==> src/common/rgfc_pkg.sv <==
// Constants for the gain loop and front-end trim register bank
package rgfc_pkg;

  // ****************************************************************
  // Register indices (byte address is four times the index)
  // ****************************************************************
  localparam logic [15:0] RGFC_GAIN_CTRL_IDX = 16'hdf19;
  localparam logic [15:0] RGFC_RX_TRIM_IDX = 16'hdf1a;
  localparam logic [15:0] RGFC_TX_TRIM_IDX = 16'hdf1b;
  localparam logic [15:0] RGFC_SENSE_IDX = 16'hdf30;
  localparam logic [15:0] RGFC_STATUS_IDX = 16'hdf31;

  // ****************************************************************
  // Field positions (low bit of each field)
  // ****************************************************************
  localparam int RGFC_HYST_POS = 6;
  localparam int RGFC_WAIT_POS = 4;
  localparam int RGFC_HOLD_POS = 2;
  localparam int RGFC_FLEN_POS = 0;
  localparam int RGFC_RX_AMP_POS = 6;
  localparam int RGFC_RX_A2M_POS = 4;
  localparam int RGFC_RX_LO_POS = 2;
  localparam int RGFC_RX_MIX_POS = 0;
  localparam int RGFC_TX_LO_POS = 4;
  localparam int RGFC_THR_POS = 0;

  // ****************************************************************
  // Reset values
  // ****************************************************************
  localparam logic [1:0] RGFC_HYST_RST = 2'h2;
  localparam logic [1:0] RGFC_WAIT_RST = 2'h1;
  localparam logic [1:0] RGFC_HOLD_RST = 2'h0;
  localparam logic [1:0] RGFC_FLEN_RST = 2'h1;
  localparam logic [1:0] RGFC_RX_AMP_RST = 2'h1;
  localparam logic [1:0] RGFC_RX_A2M_RST = 2'h1;
  localparam logic [1:0] RGFC_RX_LO_RST = 2'h1;
  localparam logic [1:0] RGFC_RX_MIX_RST = 2'h2;
  localparam logic [1:0] RGFC_TX_LO_RST = 2'h1;
  localparam logic [3:0] RGFC_THR_RST = 4'h0;

  // Most negative threshold code switches absolute sensing off
  localparam logic [3:0] RGFC_THR_OFF = 4'h8;

  // Gain hold modes
  localparam logic [1:0] RGFC_HOLD_NONE = 2'h0;
  localparam logic [1:0] RGFC_HOLD_SYNC = 2'h1;
  localparam logic [1:0] RGFC_HOLD_ANALOG = 2'h2;
  localparam logic [1:0] RGFC_HOLD_ALL = 2'h3;

  // Sample counts: settle wait step and shortest averaging length
  localparam logic [5:0] RGFC_WAIT_STEP = 6'h08;
  localparam logic [6:0] RGFC_AVG_BASE = 7'h08;

  // Gain loop states, one-hot
  typedef enum logic [1:0] {
    RGFC_ACCUM = 2'b01,
    RGFC_SETTLE = 2'b10
  } rgfc_state_t;

endpackage

==> src/core/rgfc_bank.sv <==
// Gain loop control and front-end trim register bank with its gain loop sequencer
// Behaviour
// - Threshold is signed 4-bit, 1 dB steps
// - Code 1000 disables absolute carrier sensing
// - Bits 7:6 pick hysteresis, reset medium
// - Skip 8/16/24/32 samples after gain step
// - Hold mode 0 always adjusts gain
// - Hold mode 1 freezes gain after sync
// - Hold mode 2 holds analog, digital adjusts
// - Hold mode 3 holds analog and digital
// - Bits 1:0 pick averaging 8/16/32/64
// - Four receive trims, reset 01,01,01,10
// - Transmit LO trim bits 5:4, reset 01
`timescale 1ns/1ns
`default_nettype none

module rgfc_bank (
  input wire logic clk,
  input wire logic rst,
  input wire logic [17:0] avs_address,
  input wire logic avs_read,
  input wire logic avs_write,
  input wire logic [31:0] avs_writedata,
  input wire logic [3:0] avs_byteenable,
  output logic [31:0] avs_readdata,
  output logic avs_waitrequest,
  input wire logic sample_valid,
  input wire logic adjust_req,
  input wire logic sync_found,
  input wire logic rx_restart,
  output logic [1:0] gain_hysteresis_level,
  output logic [1:0] gain_hold_select,
  output logic [6:0] avg_length,
  output logic [5:0] settle_length,
  output logic accumulate_en,
  output logic avg_done,
  output logic analog_step,
  output logic digital_step,
  output logic analog_hold,
  output logic digital_hold,
  output logic signed [3:0] abs_sense_threshold,
  output logic abs_sense_enable,
  output logic [1:0] rx_amp_bias_trim,
  output logic [1:0] rx_amp_to_mixer_trim,
  output logic [1:0] rx_lo_buffer_trim,
  output logic [1:0] rx_mixer_trim,
  output logic [1:0] tx_lo_buffer_trim
);

  // ****************************************************************
  // Decoders
  // ****************************************************************

  // Settle wait in samples: 8, 16, 24 or 32
  function automatic logic [5:0] rgfc_wait_len(input logic [1:0] sel);
    rgfc_wait_len = 6'(({4'h0, sel} + 6'h01) * rgfc_pkg::RGFC_WAIT_STEP);
  endfunction

  // Averaging length in samples: 8, 16, 32 or 64
  function automatic logic [6:0] rgfc_avg_len(input logic [1:0] sel);
    rgfc_avg_len = 7'(rgfc_pkg::RGFC_AVG_BASE << sel);
  endfunction

  // Hold flags from mode and sync state
  function automatic logic [1:0] rgfc_holds(input logic [1:0] mode, input logic frozen);
    logic ana;
    logic dig;
    ana = (mode == rgfc_pkg::RGFC_HOLD_ANALOG) || (mode == rgfc_pkg::RGFC_HOLD_ALL);
    dig = (mode == rgfc_pkg::RGFC_HOLD_ALL);
    if (mode == rgfc_pkg::RGFC_HOLD_SYNC && frozen) begin
      ana = 1'b1;
      dig = 1'b1;
    end
    rgfc_holds = {ana, dig};
  endfunction

  // ****************************************************************
  // State
  // ****************************************************************
  typedef struct packed {
    logic [1:0] hyst;
    logic [1:0] wait_sel;
    logic [1:0] hold;
    logic [1:0] flen;
    logic [1:0] rx_amp;
    logic [1:0] rx_a2m;
    logic [1:0] rx_lo;
    logic [1:0] rx_mix;
    logic [1:0] tx_lo;
    logic [3:0] thr;
    logic thr_en;
    logic wait_n;
    logic [7:0] rdata;
    rgfc_pkg::rgfc_state_t state;
    logic [5:0] settle_cnt;
    logic [6:0] avg_cnt;
    logic frozen;
    logic avg_done;
    logic a_step;
    logic d_step;
    logic a_hold;
    logic d_hold;
    logic [6:0] avg_len;
    logic [5:0] wait_len;
  } rgfc_regs_t;

  rgfc_regs_t st_r;
  rgfc_regs_t st_nxt;

  logic [15:0] idx;
  logic hit;
  logic [1:0] holds;
  logic last_avg;

  // Word index of the access; byte lane bits must be zero
  assign idx = avs_address[17:2];
  assign hit = (avs_address[1:0] == 2'b00);

  // ****************************************************************
  // Next state
  // ****************************************************************
  always_comb begin
    st_nxt = st_r;
    holds = 2'b00;
    last_avg = 1'b0;
    st_nxt.avg_done = 1'b0;
    st_nxt.a_step = 1'b0;
    st_nxt.d_step = 1'b0;

    // Bus answer: one wait cycle, then a single cycle with waitrequest low
    if ((avs_read || avs_write) && st_r.wait_n) begin
      st_nxt.wait_n = 1'b0;
      st_nxt.rdata = 8'h00;
      if (avs_read && hit) begin
        unique case (idx)
          rgfc_pkg::RGFC_GAIN_CTRL_IDX:
            st_nxt.rdata = {st_r.hyst, st_r.wait_sel, st_r.hold, st_r.flen};
          rgfc_pkg::RGFC_RX_TRIM_IDX:
            st_nxt.rdata = {st_r.rx_amp, st_r.rx_a2m, st_r.rx_lo, st_r.rx_mix};
          rgfc_pkg::RGFC_TX_TRIM_IDX:
            st_nxt.rdata = {2'b00, st_r.tx_lo, 4'h0};
          rgfc_pkg::RGFC_SENSE_IDX:
            st_nxt.rdata = {4'h0, st_r.thr};
          rgfc_pkg::RGFC_STATUS_IDX:
            st_nxt.rdata = {5'h00, st_r.frozen, st_r.state == rgfc_pkg::RGFC_SETTLE,
                            st_r.state == rgfc_pkg::RGFC_ACCUM};
          default: st_nxt.rdata = 8'h00; // Unmapped reads as zero
        endcase
      end
    end else begin
      st_nxt.wait_n = 1'b1;
    end

    // Writes land on the edge where waitrequest is seen low
    if (avs_write && !st_r.wait_n && hit && avs_byteenable[0]) begin
      unique case (idx)
        rgfc_pkg::RGFC_GAIN_CTRL_IDX: begin
          st_nxt.hyst = avs_writedata[rgfc_pkg::RGFC_HYST_POS +: 2];
          st_nxt.wait_sel = avs_writedata[rgfc_pkg::RGFC_WAIT_POS +: 2];
          st_nxt.hold = avs_writedata[rgfc_pkg::RGFC_HOLD_POS +: 2];
          st_nxt.flen = avs_writedata[rgfc_pkg::RGFC_FLEN_POS +: 2];
        end
        rgfc_pkg::RGFC_RX_TRIM_IDX: begin
          st_nxt.rx_amp = avs_writedata[rgfc_pkg::RGFC_RX_AMP_POS +: 2];
          st_nxt.rx_a2m = avs_writedata[rgfc_pkg::RGFC_RX_A2M_POS +: 2];
          st_nxt.rx_lo = avs_writedata[rgfc_pkg::RGFC_RX_LO_POS +: 2];
          st_nxt.rx_mix = avs_writedata[rgfc_pkg::RGFC_RX_MIX_POS +: 2];
        end
        // Only the LO trim is stored; the reserved low bits are expected zero anyway
        rgfc_pkg::RGFC_TX_TRIM_IDX:
          st_nxt.tx_lo = avs_writedata[rgfc_pkg::RGFC_TX_LO_POS +: 2];
        rgfc_pkg::RGFC_SENSE_IDX:
          st_nxt.thr = avs_writedata[rgfc_pkg::RGFC_THR_POS +: 4];
        default: ; // Unmapped and read-only writes are dropped
      endcase
    end

    // Sensing enable follows the threshold code
    st_nxt.thr_en = (st_nxt.thr != rgfc_pkg::RGFC_THR_OFF);

    // Sync freeze: a sync event beats a restart in the same cycle
    if (rx_restart) begin
      st_nxt.frozen = 1'b0;
    end
    if (sync_found && st_r.hold == rgfc_pkg::RGFC_HOLD_SYNC) begin
      st_nxt.frozen = 1'b1;
    end

    // Gain loop sequencer
    holds = rgfc_holds(st_r.hold, st_r.frozen);
    last_avg = (st_r.avg_cnt >= st_r.avg_len - 7'h01);
    unique case (st_r.state)
      rgfc_pkg::RGFC_ACCUM: begin
        if (sample_valid) begin
          st_nxt.avg_cnt = st_r.avg_cnt + 7'h01;
          if (last_avg) begin
            st_nxt.avg_cnt = 7'h00;
            st_nxt.avg_done = 1'b1;
            // Mode 0 leaves both holds clear, so every request steps
            if (adjust_req && !holds[1]) begin
              st_nxt.a_step = 1'b1;
            end else if (adjust_req && !holds[0]) begin
              st_nxt.d_step = 1'b1;
            end
            if (adjust_req && !(holds[1] && holds[0])) begin
              st_nxt.state = rgfc_pkg::RGFC_SETTLE;
              st_nxt.settle_cnt = st_r.wait_len;
            end
          end
        end
      end
      rgfc_pkg::RGFC_SETTLE: begin
        if (sample_valid) begin
          st_nxt.settle_cnt = st_r.settle_cnt - 6'h01;
          if (st_r.settle_cnt <= 6'h01) begin
            st_nxt.state = rgfc_pkg::RGFC_ACCUM;
            st_nxt.avg_cnt = 7'h00;
          end
        end
      end
      default: begin
        st_nxt.state = rgfc_pkg::RGFC_ACCUM;
        st_nxt.avg_cnt = 7'h00;
      end
    endcase

    // Decoded settings, registered so outputs come from flops
    st_nxt.avg_len = rgfc_avg_len(st_nxt.flen);
    st_nxt.wait_len = rgfc_wait_len(st_nxt.wait_sel);
    {st_nxt.a_hold, st_nxt.d_hold} = rgfc_holds(st_nxt.hold, st_nxt.frozen);
  end

  // ****************************************************************
  // Registers
  // ****************************************************************
  always_ff @(posedge clk or posedge rst) begin
    if (rst) begin
      st_r.hyst <= rgfc_pkg::RGFC_HYST_RST;
      st_r.wait_sel <= rgfc_pkg::RGFC_WAIT_RST;
      st_r.hold <= rgfc_pkg::RGFC_HOLD_RST;
      st_r.flen <= rgfc_pkg::RGFC_FLEN_RST;
      st_r.rx_amp <= rgfc_pkg::RGFC_RX_AMP_RST;
      st_r.rx_a2m <= rgfc_pkg::RGFC_RX_A2M_RST;
      st_r.rx_lo <= rgfc_pkg::RGFC_RX_LO_RST;
      st_r.rx_mix <= rgfc_pkg::RGFC_RX_MIX_RST;
      st_r.tx_lo <= rgfc_pkg::RGFC_TX_LO_RST;
      st_r.thr <= rgfc_pkg::RGFC_THR_RST;
      st_r.thr_en <= 1'b1;
      st_r.wait_n <= 1'b1;
      st_r.rdata <= 8'h00;
      st_r.state <= rgfc_pkg::RGFC_ACCUM;
      st_r.settle_cnt <= 6'h00;
      st_r.avg_cnt <= 7'h00;
      st_r.frozen <= 1'b0;
      st_r.avg_done <= 1'b0;
      st_r.a_step <= 1'b0;
      st_r.d_step <= 1'b0;
      st_r.a_hold <= 1'b0;
      st_r.d_hold <= 1'b0;
      st_r.avg_len <= 7'h10;
      st_r.wait_len <= 6'h10;
    end else begin
      st_r <= st_nxt;
    end
  end

  // ****************************************************************
  // Outputs, each a field of the state register
  // ****************************************************************
  assign avs_readdata = {24'h00_0000, st_r.rdata};
  assign avs_waitrequest = st_r.wait_n;
  assign gain_hysteresis_level = st_r.hyst;
  assign gain_hold_select = st_r.hold;
  assign avg_length = st_r.avg_len;
  assign settle_length = st_r.wait_len;
  assign accumulate_en = st_r.state[0]; // One-hot accumulate bit, straight from the flop
  assign avg_done = st_r.avg_done;
  assign analog_step = st_r.a_step;
  assign digital_step = st_r.d_step;
  assign analog_hold = st_r.a_hold;
  assign digital_hold = st_r.d_hold;
  assign abs_sense_threshold = st_r.thr;
  assign abs_sense_enable = st_r.thr_en;
  assign rx_amp_bias_trim = st_r.rx_amp;
  assign rx_amp_to_mixer_trim = st_r.rx_a2m;
  assign rx_lo_buffer_trim = st_r.rx_lo;
  assign rx_mixer_trim = st_r.rx_mix;
  assign tx_lo_buffer_trim = st_r.tx_lo;

endmodule // rgfc_bank

`default_nettype wire

==> config.mk <==
export PLATFORM = sky130hd
export DESIGN_NAME = rgfc_bank
export DESIGN_NICKNAME = d
export VERILOG_FILES = /design/src/common/rgfc_pkg.sv /design/src/core/rgfc_bank.sv
export SDC_FILE = /design/constraint.sdc
export NUM_CORES = 1
export LEC_CHECK = 0
export BUFFER_PORTS_ARGS = -buffer_cell sky130_fd_sc_hd__buf_2
export CORE_MARGIN = 10
export CORE_UTILIZATION = 35
export DETAILED_ROUTE_END_ITERATION = 10
export PLACE_DENSITY_LB_ADDON = 0.05
export SYNTH_ARGS = -nofsm -noshare
export SYNTH_HDL_FRONTEND = slang
export SYNTH_SLANG_ARGS = --single-unit
==> constraint.sdc <==
create_clock -name clk -period 2.15 [get_ports clk]
set_input_delay 0.215 -clock clk [delete_from_list [all_inputs] [get_ports clk]]
set_output_delay 0.215 -clock clk [all_outputs]
set_load 0.02 [all_outputs]
==> summary.txt, run 1 <==
Status
  – Status: finished with violations
  – Failing checks: setup timing

Routing
  – Post-DRT Antenna Nets: 0
  – Drt initial violations: between 100 and 150
  – Post-Route WL: approximately 9000 um
  – DRC: 0
  – 1st-pass router iterations: 4
  – Post-DR vias/cell: 4.705
  – Wirelength per Cell: 16.26 um
  – Vias: around 2600

Layout
  – Diode count: 0
  – Fillers: roughly 970
  – Share of cells above drive strength 1: 0.4390
  – Commonest cells after routing, fill and taps aside: 75 x buf_2, 47 x dfrtp_1, 30 x conb_1, 23 x nand2_1, 23 x mux2_2
  – Area grow syn2layout: 18.34%
  – Most common cell after layout, fill and taps aside: buf_2
  – Nets: ~480
  – Post-layout instance area: between 4000 and 5000 um^2

Global routing
  – GRT Overall Usage: 0.1242
  – Largest net degree at the start of global routing: 61
  – Vias in the first global route: 2799
  – Initial antenna violation count: 0
  – First-pass GRT wire length: 14430 um
  – Total grt overflow: 0

Power
  – PD cells: slightly below 800 nW/um^2
  – Lkg Pwr: between 2 and 2.5 nW
  – Peak VDD IR: 0.2910 mV

Worst hold path
  – Worst hold path type: input port to flip-flop

Setup path
  – Arrival @ worst endpoint: roughly 2.5 ns
  – Crit path cell chain: inv_2 -> ha_4 -> xnor2_2 -> ha_1 -> nand2_2 -> nor3_4 -> buf_6 -> o21a_4 -> or2_4 -> a22o_1
  – Critical Path End Type: flip-flop
  – Worst-path fanout max: 5
  – Top delay family on crit path: flip-flops
  – Crit start category: flip-flop
  – Worst Path Buf+Inv: 2
  – Critical path type: flip-flop to flip-flop
  – Slowest stage cell, crit path: dfstp_2
  – WP data required: ~2.4 ns
  – Crit path largest cell delay: ~0.55 ns

Clock network
  – CTS tree: built
  – H-tree depth: 3
  – Clk buf depth: 2
  – CTS Root Cell: clkbuf_8
  – Clk_lat worst skew: 0.34 ns
  – Clk slew on worst S/H paths: about 0.080 ns
  – CTS Buf Count: 9
  – Sink Count: 60

Floorplanning
  – Die X-Extent: 120.4 um
  – Core area: around 9800 um^2
  – Cell Rows: 36
  – Initial Util: 0.3609
  – Die area: 14490 um^2
  – Die height: 120.4 um
  – IO Count: between 100 and 150

Synthesis
  – Ys async rst share: 1.000
  – Synth warn: 0
  – Cell Area, Synth: approximately 3500 um^2
  – Number of distinct library cells after synthesis: 54
  – Synth Area per Inst: ~10 um^2
  – Most used DFF post-synth: dfrtp_1
  – Yosys reg bits: 60
  – Cells after Synth: roughly 340
  – Post-synth EDFFs: 0
  – Seq/Total Area, Yosys: 0.4303

STA
  – Final Hold Violating Endpoints: 0
  – Fin crit share: 1.044
  – Endpoints failing setup: 4
  – Minimum clock period after layout: roughly 2.2 ns
  – Relative slew slack: 0.4836
  – Worst hold slack: roughly 0.11 ns
  – Post-layout worst setup margin: -0.09362 ns
  – RSZ-0062 raised after global routing: true
  – Clock Skew: between 0.009 and 0.01 ns
  – Worst-Margin Slew: 0.7694 ns
  – Setup TNS Final: -0.1757 ns
  – Final Max Slew Viols: 0
  – Max frequency: between 0.4 and 0.5 GHz

Place
  – Dpl cell area: ~3900 um^2
  – Number of port buffers: 75
  – Dpl hpwl: between 6000 and 7000 um
  – GPL Wtd Cong: between 0.7 and 0.8

Run
  – Max-Cap Viols: 0
[power by group]
| group | switching [W] | leakage, nW | total (W) | internal, W |
|---|---|---|---|---|
| combinational | 0.000503 | 1.15 | 0.000892 | 0.000388 |
| sequential | 0.0000910 | 0.773 | 0.00131 | 0.00122 |
| clock | 0.000486 | 0.0983 | 0.00105 | 0.000564 |
| total | 0.00108 | 2.02 | 0.00326 | 0.00218 |
[stage by stage]
| step | setup slack (ns) | std cells | total power [W] | util |
|---|---|---|---|---|
| after floorplan | -0.01701 | 367 | 0.001874 | - |
| after global placement | -0.07795 | 523 | 0.002100 | 0.3949 |
| after detailed placement | -0.09495 | 523 | 0.002101 | 0.3949 |
| after CTS | -0.08246 | 542 | 0.003198 | 0.4195 |
| after global routing | -0.1795 | 543 | 0.003451 | 0.4270 |
| final | -0.09362 | 543 | 0.003256 | 0.4270 |
[what timing repair did]
item,4_1_cts,5_1_grt
setup buffers,1,2
setup endpoints to repair,6,16
hold endpoints to repair,47,0
gates cloned,1,0
hold buffers,1,0
pin swaps,3,12
resized for setup,5,19
[worst reg2reg max path, delay by kind of cell, from the launching register on]
family / cells / cell delay [ns]
XOR/XNOR: 1 / 0.12
AND/OR/NAND/NOR: 3 / 0.43
AO/OA/AOI/OAI: 2 / 0.41
flip-flops: 1 / 0.55
buffers and inverters: 2 / 0.19
adder cells (fa/ha/maj): 2 / 0.43
[cell families after synthesis]
kind of cell               count (synthesis)  synth area share
and+or+nand+nor                           94            0.1703
buffers and inverters                     79            0.1547
AOI/OAI and AO/OA                         65            0.1192
DFF                                       60            0.4303
muxes                                     28           0.08762
adders and majority gates                  9           0.03193
xor gates and xnor gates                   2          0.004967
other                                      1          0.001063
[path summary, 6_finish.rpt]
path                                                   from  cells past startpoint                          end  slack [ns]
worst max-delay path                avg_length[4]$_DFF_PP1_                     10         st_r[29]$_DFFE_PP0P_       -0.09
worst min-delay path                       avs_writedata[4]                      2   settle_length[3]$_DFF_PP0_        0.11
worst max register to register      avg_length[4]$_DFF_PP1_                     10         st_r[29]$_DFFE_PP0P_       -0.09
worst min register to register  avs_readdata[4]$_DFFE_PP0P_                      2  avs_readdata[4]$_DFFE_PP0P_        0.48
max in group asynchronous                               rst                      4    avs_waitrequest$_DFF_PP1_        1.36
min in group asynchronous                               rst                      4         st_r[22]$_DFFE_PP0P_        0.48
[cell usage after synthesis (8+ instances only)]
master,count,area share
inv_1,10,0.011
nor2_1,10,0.011
ha_1,9,0.032
nand2_1,25,0.027
mux2_2,23,0.073
dfstp_2,13,0.097
a21oi_1,8,0.011
dfrtp_1,47,0.33
buf_4,64,0.14
o21ai_0,21,0.030
nand3_1,11,0.016
[per-layer routing]
layer,track usage,vias up,wire [um]
li1,-,1253,-
met5,0,-,0
met4,0.05430,0,128
met2,0.1922,65,4132
met3,0.03909,10,506
met1,0.1557,1227,4060
[sequential cells by signal (all words and copies together), names as in the netlist]
name	count
analog_hold	1
avg_done	1
rx_amp_to_mixer_trim	2
abs_sense_enable	1
rx_lo_buffer_trim	2
analog_step	1
avs_waitrequest	1
accumulate_en	1
tx_lo_buffer_trim	2
rx_mixer_trim	2
settle_length	3
rx_amp_bias_trim	2
digital_step	1
gain_hysteresis_level	2
avg_length	4
avs_readdata	8
gain_hold_select	2
digital_hold	1
abs_sense_threshold	4
st_r	19
[area by class of cell]
| cell class | count | area (um^2) | share of cell area |
|---|---|---|---|
| inverter | 10 | 37.54 | 0.008993 |
| timing repair buffer | 95 | 563.0 | 0.1349 |
| multi-input combinational | 229 | 1688 | 0.4044 |
| tap | 133 | 166.4 | 0.03987 |
| clock inverter | 6 | 63.81 | 0.01529 |
| clock buffer | 10 | 137.6 | 0.03297 |
| sequential | 60 | 1518 | 0.3636 |
Power figures use the tool's default switching activity.
==> run 2, diff against run 1 <==
==> constraint.sdc (replaced) <==
create_clock -name clk -period 2.3 [get_ports clk]
set_input_delay 0.23 -clock clk [delete_from_list [all_inputs] [get_ports clk]]
set_output_delay 0.23 -clock clk [all_outputs]
set_load 0.02 [all_outputs]
==> run 2 against run 1 <==
  * The flow now finishes without violations
  * Cell area is 3.6% lower
  * Non-clock buffer count fell by 9
  * Clock-buffer cell count is 5 higher
  * Clock power decreased by 13%
  * Sequential power is 6% lower
  * Via count is 0.39% lower
  * Core utilization down 1.5 points
  * Largest cell class unchanged
==> summary.txt, run 2 (same netlist as run 1, synthesis figures left out) <==
Layout
  – Area grow syn2layout: 14.05%
  – Post-route insts no fill: 533 (-1.8%)
  – Nets: 466 (-2.1%)
  – Number of flip-flops in the largest register: 19 (unchanged)
  – Fillers: 1019 (+4.9%)
  – Post-layout instance area: 4023 um^2 (-3.6%)
  – Most common cell after layout, fill and taps aside: buf_2
  – Largest Register: st_r
  – Diode count: 0 (unchanged)
  – Commonest cells after routing, fill and taps aside: 75 x buf_2, 47 x dfrtp_1, 30 x conb_1, 23 x nand2_1, 23 x mux2_2
  – Share of cells above drive strength 1: 0.4050 (-0.03402)

Clock network
  – Sink Count: 60 (unchanged)
  – H-tree depth: 3 (unchanged)
  – Clk buf depth: 2 (unchanged)
  – CTS Root Cell: clkbuf_8
  – Clk_lat worst skew: 0.33 ns (about the same)
  – CTS Buf Count: 9 (unchanged)
  – Clk slew on worst S/H paths: 0.07 ns (about the same)
  – CTS tree: built

Global routing
  – Vias in the first global route: 2744 (-2.0%)
  – Initial antenna violation count: 0 (unchanged)
  – GRT Overall Usage: 0.1231 (-0.001049)
  – Global routing met1 resource utilization: 0.1569 (+0.001210)
  – Gr busiest metal: met2
  – Met2 usage: 0.1874 (-0.004788)
  – Total grt overflow: 0 (unchanged)
  – First-pass GRT wire length: 14510 um (+0.53%)
  – Met3 usage: 0.04607 (+0.006980)
  – Largest net degree at the start of global routing: 61 (unchanged)

Floorplanning
  – Die height: 120.4 um (unchanged)
  – Initial Util: 0.3609 (unchanged)
  – Die X-Extent: 120.4 um (unchanged)
  – Core area: 9774 um^2 (unchanged)
  – IO Count: 133 (unchanged)
  – Die area: 14490 um^2 (unchanged)
  – Cell Rows: 36 (unchanged)

STA
  – Max frequency: 0.4501 GHz (+0.99%)
  – Final Hold Violating Endpoints: 0 (unchanged)
  – Final Max Slew Viols: 0 (unchanged)
  – Fin crit share: 0.9660 (-0.07758)
  – Minimum clock period after layout: 2.222 ns (-0.02189 ns)
  – Relative slew slack: 0.4664 (-0.01724)
  – RSZ-0062 raised after global routing: true
  – Worst-Margin Slew: 0.8004 ns (+0.03102 ns)
  – Endpoints failing setup: 0 (-4)
  – Clock Skew: 0.005051 ns (-0.004769 ns)
  – Setup TNS Final: 0 ns (+0.1757 ns)

Power
  – Lkg Pwr: 1.965 nW (-2.8%)
  – PD cells: 726.1 nW/um^2 (-6.9%)
  – Peak VDD IR: 0.2367 mV (-19%)

Setup path
  – Crit start category: flip-flop
  – Crit path largest cell delay: 0.54 ns (about the same)
  – Arrival @ worst endpoint: 2.44 ns (-0.03 ns)
  – Top delay family on crit path: compound AO/OA/AOI/OAI gates
  – Critical path type: flip-flop to flip-flop
  – Critical Path End Type: flip-flop
  – Crit path cell chain: inv_1 -> ha_1 -> ha_4 -> a21oi_4 -> o21ai_4 -> o21a_4 -> or2_2 -> a22o_1
  – Worst Path Buf+Inv: 1 (-1)
  – WP data required: 2.52 ns (+0.14 ns)
  – Slowest stage cell, crit path: dfstp_2
  – Worst-path fanout max: 7 (+2)

Routing
  – Wirelength per Cell: 16.72 um (+2.8%)
  – 1st-pass router iterations: 4 (unchanged)
  – Post-DRT Antenna Nets: 0 (unchanged)
  – Post-Route WL: 8910 um (+0.94%)
  – Drt initial violations: 113 (+7.6%)
  – DRC: 0 (unchanged)
  – Post-DR vias/cell: 4.775 (+1.5%)
  – Vias: 2545 (-0.39%)

Place
  – Number of port buffers: 75 (unchanged)
  – Dpl hpwl: 6713 um (about the same)
  – GPL Wtd Cong: 0.8387 (+9.8%)
  – Dpl cell area: 3745 um^2 (-3.0%)
  – Placed cells: 516 (-1.3%)

Status
  – Status: complete, no violations

Run
  – Max-Cap Viols: 0 (unchanged)

Worst hold path
  – Worst hold path type: input port to async pin
## run 2: path summary, 6_finish.rpt
check                                              endpoint  cells after the start  slack, ns                         from
max in group asynchronous              st_r[25]$_DFFE_PP0P_                      3       1.64                          rst
worst min-delay path             settle_length[3]$_DFF_PP0_                      3       0.11                          rst
worst max register to register         st_r[29]$_DFFE_PP0P_                      8       0.08      avg_length[4]$_DFF_PP1_
worst max-delay path                   st_r[29]$_DFFE_PP0P_                      8       0.08      avg_length[4]$_DFF_PP1_
min in group clk                 settle_length[3]$_DFF_PP0_                      2       0.14             avs_writedata[4]
worst min register to register  avs_readdata[4]$_DFFE_PP0P_                      2       0.49  avs_readdata[4]$_DFFE_PP0P_
## run 2: timing repair
item / 4_1_cts / 5_1_grt
pin swaps: 4 / 6
buffers inserted: 1 / 0
hold buffers: 0 / 0
hold endpoints to repair: 0 / 0
setup endpoints to repair: 4 / 12
gates resized for setup: 6 / 14
## run 2: where the power goes
part / switching (W) / internal (W) / total [W]
Combinational: 0.000453 / 0.000328 / 0.000781
Clock: 0.000404 / 0.000509 / 0.000913
Sequential: 0.0000829 / 0.00114 / 0.00123
## run 2: layout make-up
| class | instances | area (um^2) | area share |
|---|---|---|---|
| inverter | 10 | 37.54 | 0.009331 |
| timing repair buffer | 86 | 469.2 | 0.1166 |
| clock inverter | 1 | 5.005 | 0.001244 |
| clock buffer | 15 | 186.4 | 0.04635 |
| tap | 133 | 166.4 | 0.04137 |
| multi-input combinational | 228 | 1640 | 0.4078 |
| sequential | 60 | 1518 | 0.3773 |
## run 2: stage by stage
step	utilization	worst slack [ns]	hold slack, ns	power (W)
floorplan	-	0.04381	0.3282	0.001732
global placement	0.3831	-0.02616	0.4764	0.001941
detailed placement	0.3831	-0.04005	0.4750	0.001937
CTS	0.4072	0.004976	0.1221	0.002903
global route	0.4115	-0.02003	0.1226	0.003117
finish	0.4115	0.07827	0.1083	0.002921
## run 2: tightest hold or removal path: cells and delay by family
family                 cells  cell delay, ns
buffers and inverters      3            0.72
## run 2: metal layers
metal / wire length, um / up-vias / part of all wire
met5: 0 / - / 0
met4: 91 / 0 / 0.010
met3: 637 / 11 / 0.071
met2: 4089 / 71 / 0.46
met1: 4093 / 1230 / 0.46
li1: - / 1233 / -
==> run 3, diff against run 2 <==
--- a/config.mk
+++ b/config.mk
@@ -7,7 +7,7 @@
 export LEC_CHECK = 0
 export BUFFER_PORTS_ARGS = -buffer_cell sky130_fd_sc_hd__buf_2
 export CORE_MARGIN = 10
-export CORE_UTILIZATION = 35
+export CORE_UTILIZATION = 50
 export DETAILED_ROUTE_END_ITERATION = 10
 export PLACE_DENSITY_LB_ADDON = 0.05
 export SYNTH_ARGS = -nofsm -noshare
==> run 3 against run 2 <==
  * Sequential cell count did not move
  * Worst hold slack improved by 0.024 ns
  * Routed wire length is 6.9% lower
  * Non-clock buffer count rose by 1
  * Die area fell by 25%
  * Core utilization is 18 points higher
  * Critical endpoint is now st_r[22]$_DFFE_PP0P_
  * Largest cell class unchanged
  * Highest routed layer unchanged
==> summary.txt, run 3 (same netlist as run 1, synthesis figures left out) <==
Global routing
  – Vias in the first global route: 2664 (-2.9%)
  – GRT Overall Usage: 0.1530 (+0.02987)
  – Largest net degree at the start of global routing: 61 (unchanged)
  – Total grt overflow: 0 (unchanged)
  – Initial antenna violation count: 0 (unchanged)
  – First-pass GRT wire length: 13680 um (-5.8%)

Floorplanning
  – IO Count: 133 (unchanged)
  – Die height: 104.0 um (-14%)
  – Cell Rows: 30 (-17%)
  – Die area: 10810 um^2 (-25%)
  – Die X-Extent: 104.0 um (-14%)
  – Core area: 6832 um^2 (-30%)
  – Initial Util: 0.5163 (+0.1554)

Power
  – Peak VDD IR: 0.3382 mV (+43%)
  – PD cells: 741.5 nW/um^2 (+2.1%)
  – Total Power: 0.002976 W (+1.9%)
  – Lkg Pwr: 1.982 nW (+0.86%)

Clock network
  – CTS Root Cell: clkbuf_8
  – Clk_lat worst skew: 0.33 ns (about the same)
  – Clk buf depth: 2 (unchanged)
  – CTS Buf Count: 9 (unchanged)
  – H-tree depth: 3 (unchanged)
  – Clk slew on worst S/H paths: 0.07 ns (about the same)
  – Sink Count: 60 (unchanged)
  – CTS tree: built
  – Setup Buffers After CTS: 0 (-1)

Setup path
  – Critical path type: flip-flop to flip-flop
  – Worst-path fanout max: 4 (-3)
  – Crit path largest cell delay: 0.54 ns (about the same)
  – Arrival @ worst endpoint: 2.46 ns (+0.02 ns)
  – WP data required: 2.54 ns (+0.02 ns)
  – Slowest stage cell, crit path: dfstp_2
  – Path depth of the worst reg2reg path: 11 (+3)
  – Crit start category: flip-flop
  – Crit path cell chain: inv_1 -> ha_4 -> xnor2_1 -> ha_1 -> nand2_2 -> o21ai_4 -> buf_4 -> nor3_4 -> nand2_2 -> buf_4 -> o31ai_2
  – Critical Path End Type: flip-flop

Place
  – GPL Wtd Cong: 0.8579 (+2.3%)
  – Dpl hpwl: 6355 um (-5.3%)
  – Pre-CTS WS: -0.06950 ns (-0.02945 ns)
  – Number of port buffers: 75 (unchanged)

Run
  – Max-Cap Viols: 0 (unchanged)

Layout
  – Diode count: 0 (unchanged)
  – Share of cells above drive strength 1: 0.4065 (+0.001484)
  – Most common cell after layout, fill and taps aside: buf_2
  – Core Util, Final: 0.5875 (+0.1760)
  – Number of flip-flops in the largest register: 19 (unchanged)
  – Largest Register: st_r
  – Commonest cells after routing, fill and taps aside: 75 x buf_2, 47 x dfrtp_1, 30 x conb_1, 23 x nand2_1, 23 x mux2_2
  – Area grow syn2layout: 13.80%
  – Fillers: 607 (-40%)
  – Nets: 467 (+0.21%)

STA
  – Relative slew slack: 0.5560 (+0.08962)
  – Fin crit share: 0.9655 (about the same)
  – RSZ-0062 raised after global routing: true
  – Endpoints failing setup: 0 (unchanged)
  – Minimum clock period after layout: 2.221 ns (-0.001139 ns)
  – Final Max Slew Viols: 0 (unchanged)
  – Max frequency: 0.4503 GHz (about the same)
  – Worst-Margin Slew: 0.6615 ns (-0.1389 ns)
  – Post-layout worst setup margin: 0.07941 ns (+0.001139 ns)
  – Final Hold Violating Endpoints: 0 (unchanged)
  – Clock Skew: 0.01120 ns (+0.006145 ns)

Worst hold path
  – Worst hold path type: input port to flip-flop
  – Hold path depth: 2

Routing
  – DRC: 0 (unchanged)
  – Wirelength per Cell: 16.69 um (-0.13%)
  – Post-DRT Antenna Nets: 0 (unchanged)
  – Post-DR vias/cell: 5.185 (+8.6%)
  – 1st-pass router iterations: 4 (unchanged)
  – Vias: 2577 (+1.3%)
  – Drt initial violations: 71 (-37%)
  – Post-Route WL: 8297 um (-6.9%)

Status
  – Status: complete, no violations
## run 3: cell count changes in the layout (fill, tap and decap cells not counted), sizes merged
cell	previous run	this run
clkinv	1	0
dlygate4sd3	0	1
bufinv	0	1
## run 3: critical path, delay by kind of cell, from the launching register on
family          cells  cell delay (ns)
fa+ha+maj           2             0.43
simple gates        3             0.35
xor+xnor            1             0.11
flops               1             0.54
compound gates      2             0.29
buf+inv             3             0.39
## run 3: through the flow
step	instance area, um^2	setup TNS (ns)	std cells	hold WS (ns)
floorplan	3636	0	367	0.3282
detailed placement	3719	-0.1486	480	0.3135
global route	4014	-0.01223	497	0.1376
finish	4014	0	497	0.1324
global placement	3719	-0.02370	480	0.3135
CTS	3969	0	497	0.1286
## run 3: per-layer routing
| metal | part of all wire | track usage |
|---|---|---|
| met3 | 0.074 | 0.06010 |
| met5 | 0 | 0 |
| met2 | 0.48 | 0.2405 |
| met4 | 0.0070 | 0.04771 |
| met1 | 0.44 | 0.1880 |
## run 3: final timing paths
check	start	endpoint	slack [ns]
max in group asynchronous	rst	avg_length[4]$_DFF_PP1_	1.47
hold / removal	avs_writedata[4]	settle_length[3]$_DFF_PP0_	0.13
min in group asynchronous	rst	st_r[29]$_DFFE_PP0P_	0.52
setup reg to reg	avg_length[4]$_DFF_PP1_	st_r[22]$_DFFE_PP0P_	0.08
hold reg to reg	avs_readdata[5]$_DFFE_PP0P_	avs_readdata[5]$_DFFE_PP0P_	0.49
setup / recovery	avg_length[4]$_DFF_PP1_	st_r[22]$_DFFE_PP0P_	0.08
## run 3: final cells by class
type	instances	area [um^2]	share of cell area
Clock inverter	1	30.03	0.007481
Inverter	10	37.54	0.009352
Sequential cell	60	1518	0.3781
Clock buffer	15	176.4	0.04395
Multi-Input combinational cell	228	1652	0.4115
Tap cell	96	120.1	0.02993
Timing Repair Buffer	87	480.5	0.1197
## run 3: what timing repair did
item                       CTS  global route
pin swaps                    0             6
hold endpoints to repair    47             0
hold buffers                 1             0
setup endpoints to repair    4            11
gates resized for setup      6            11
## run 3: report_power, final
group | switching, W | total (W) | internal (W)
Clock | 0.000395 | 0.000987 | 0.000592
Sequential | 0.0000781 | 0.00122 | 0.00114
Combinational | 0.000455 | 0.000767 | 0.000312
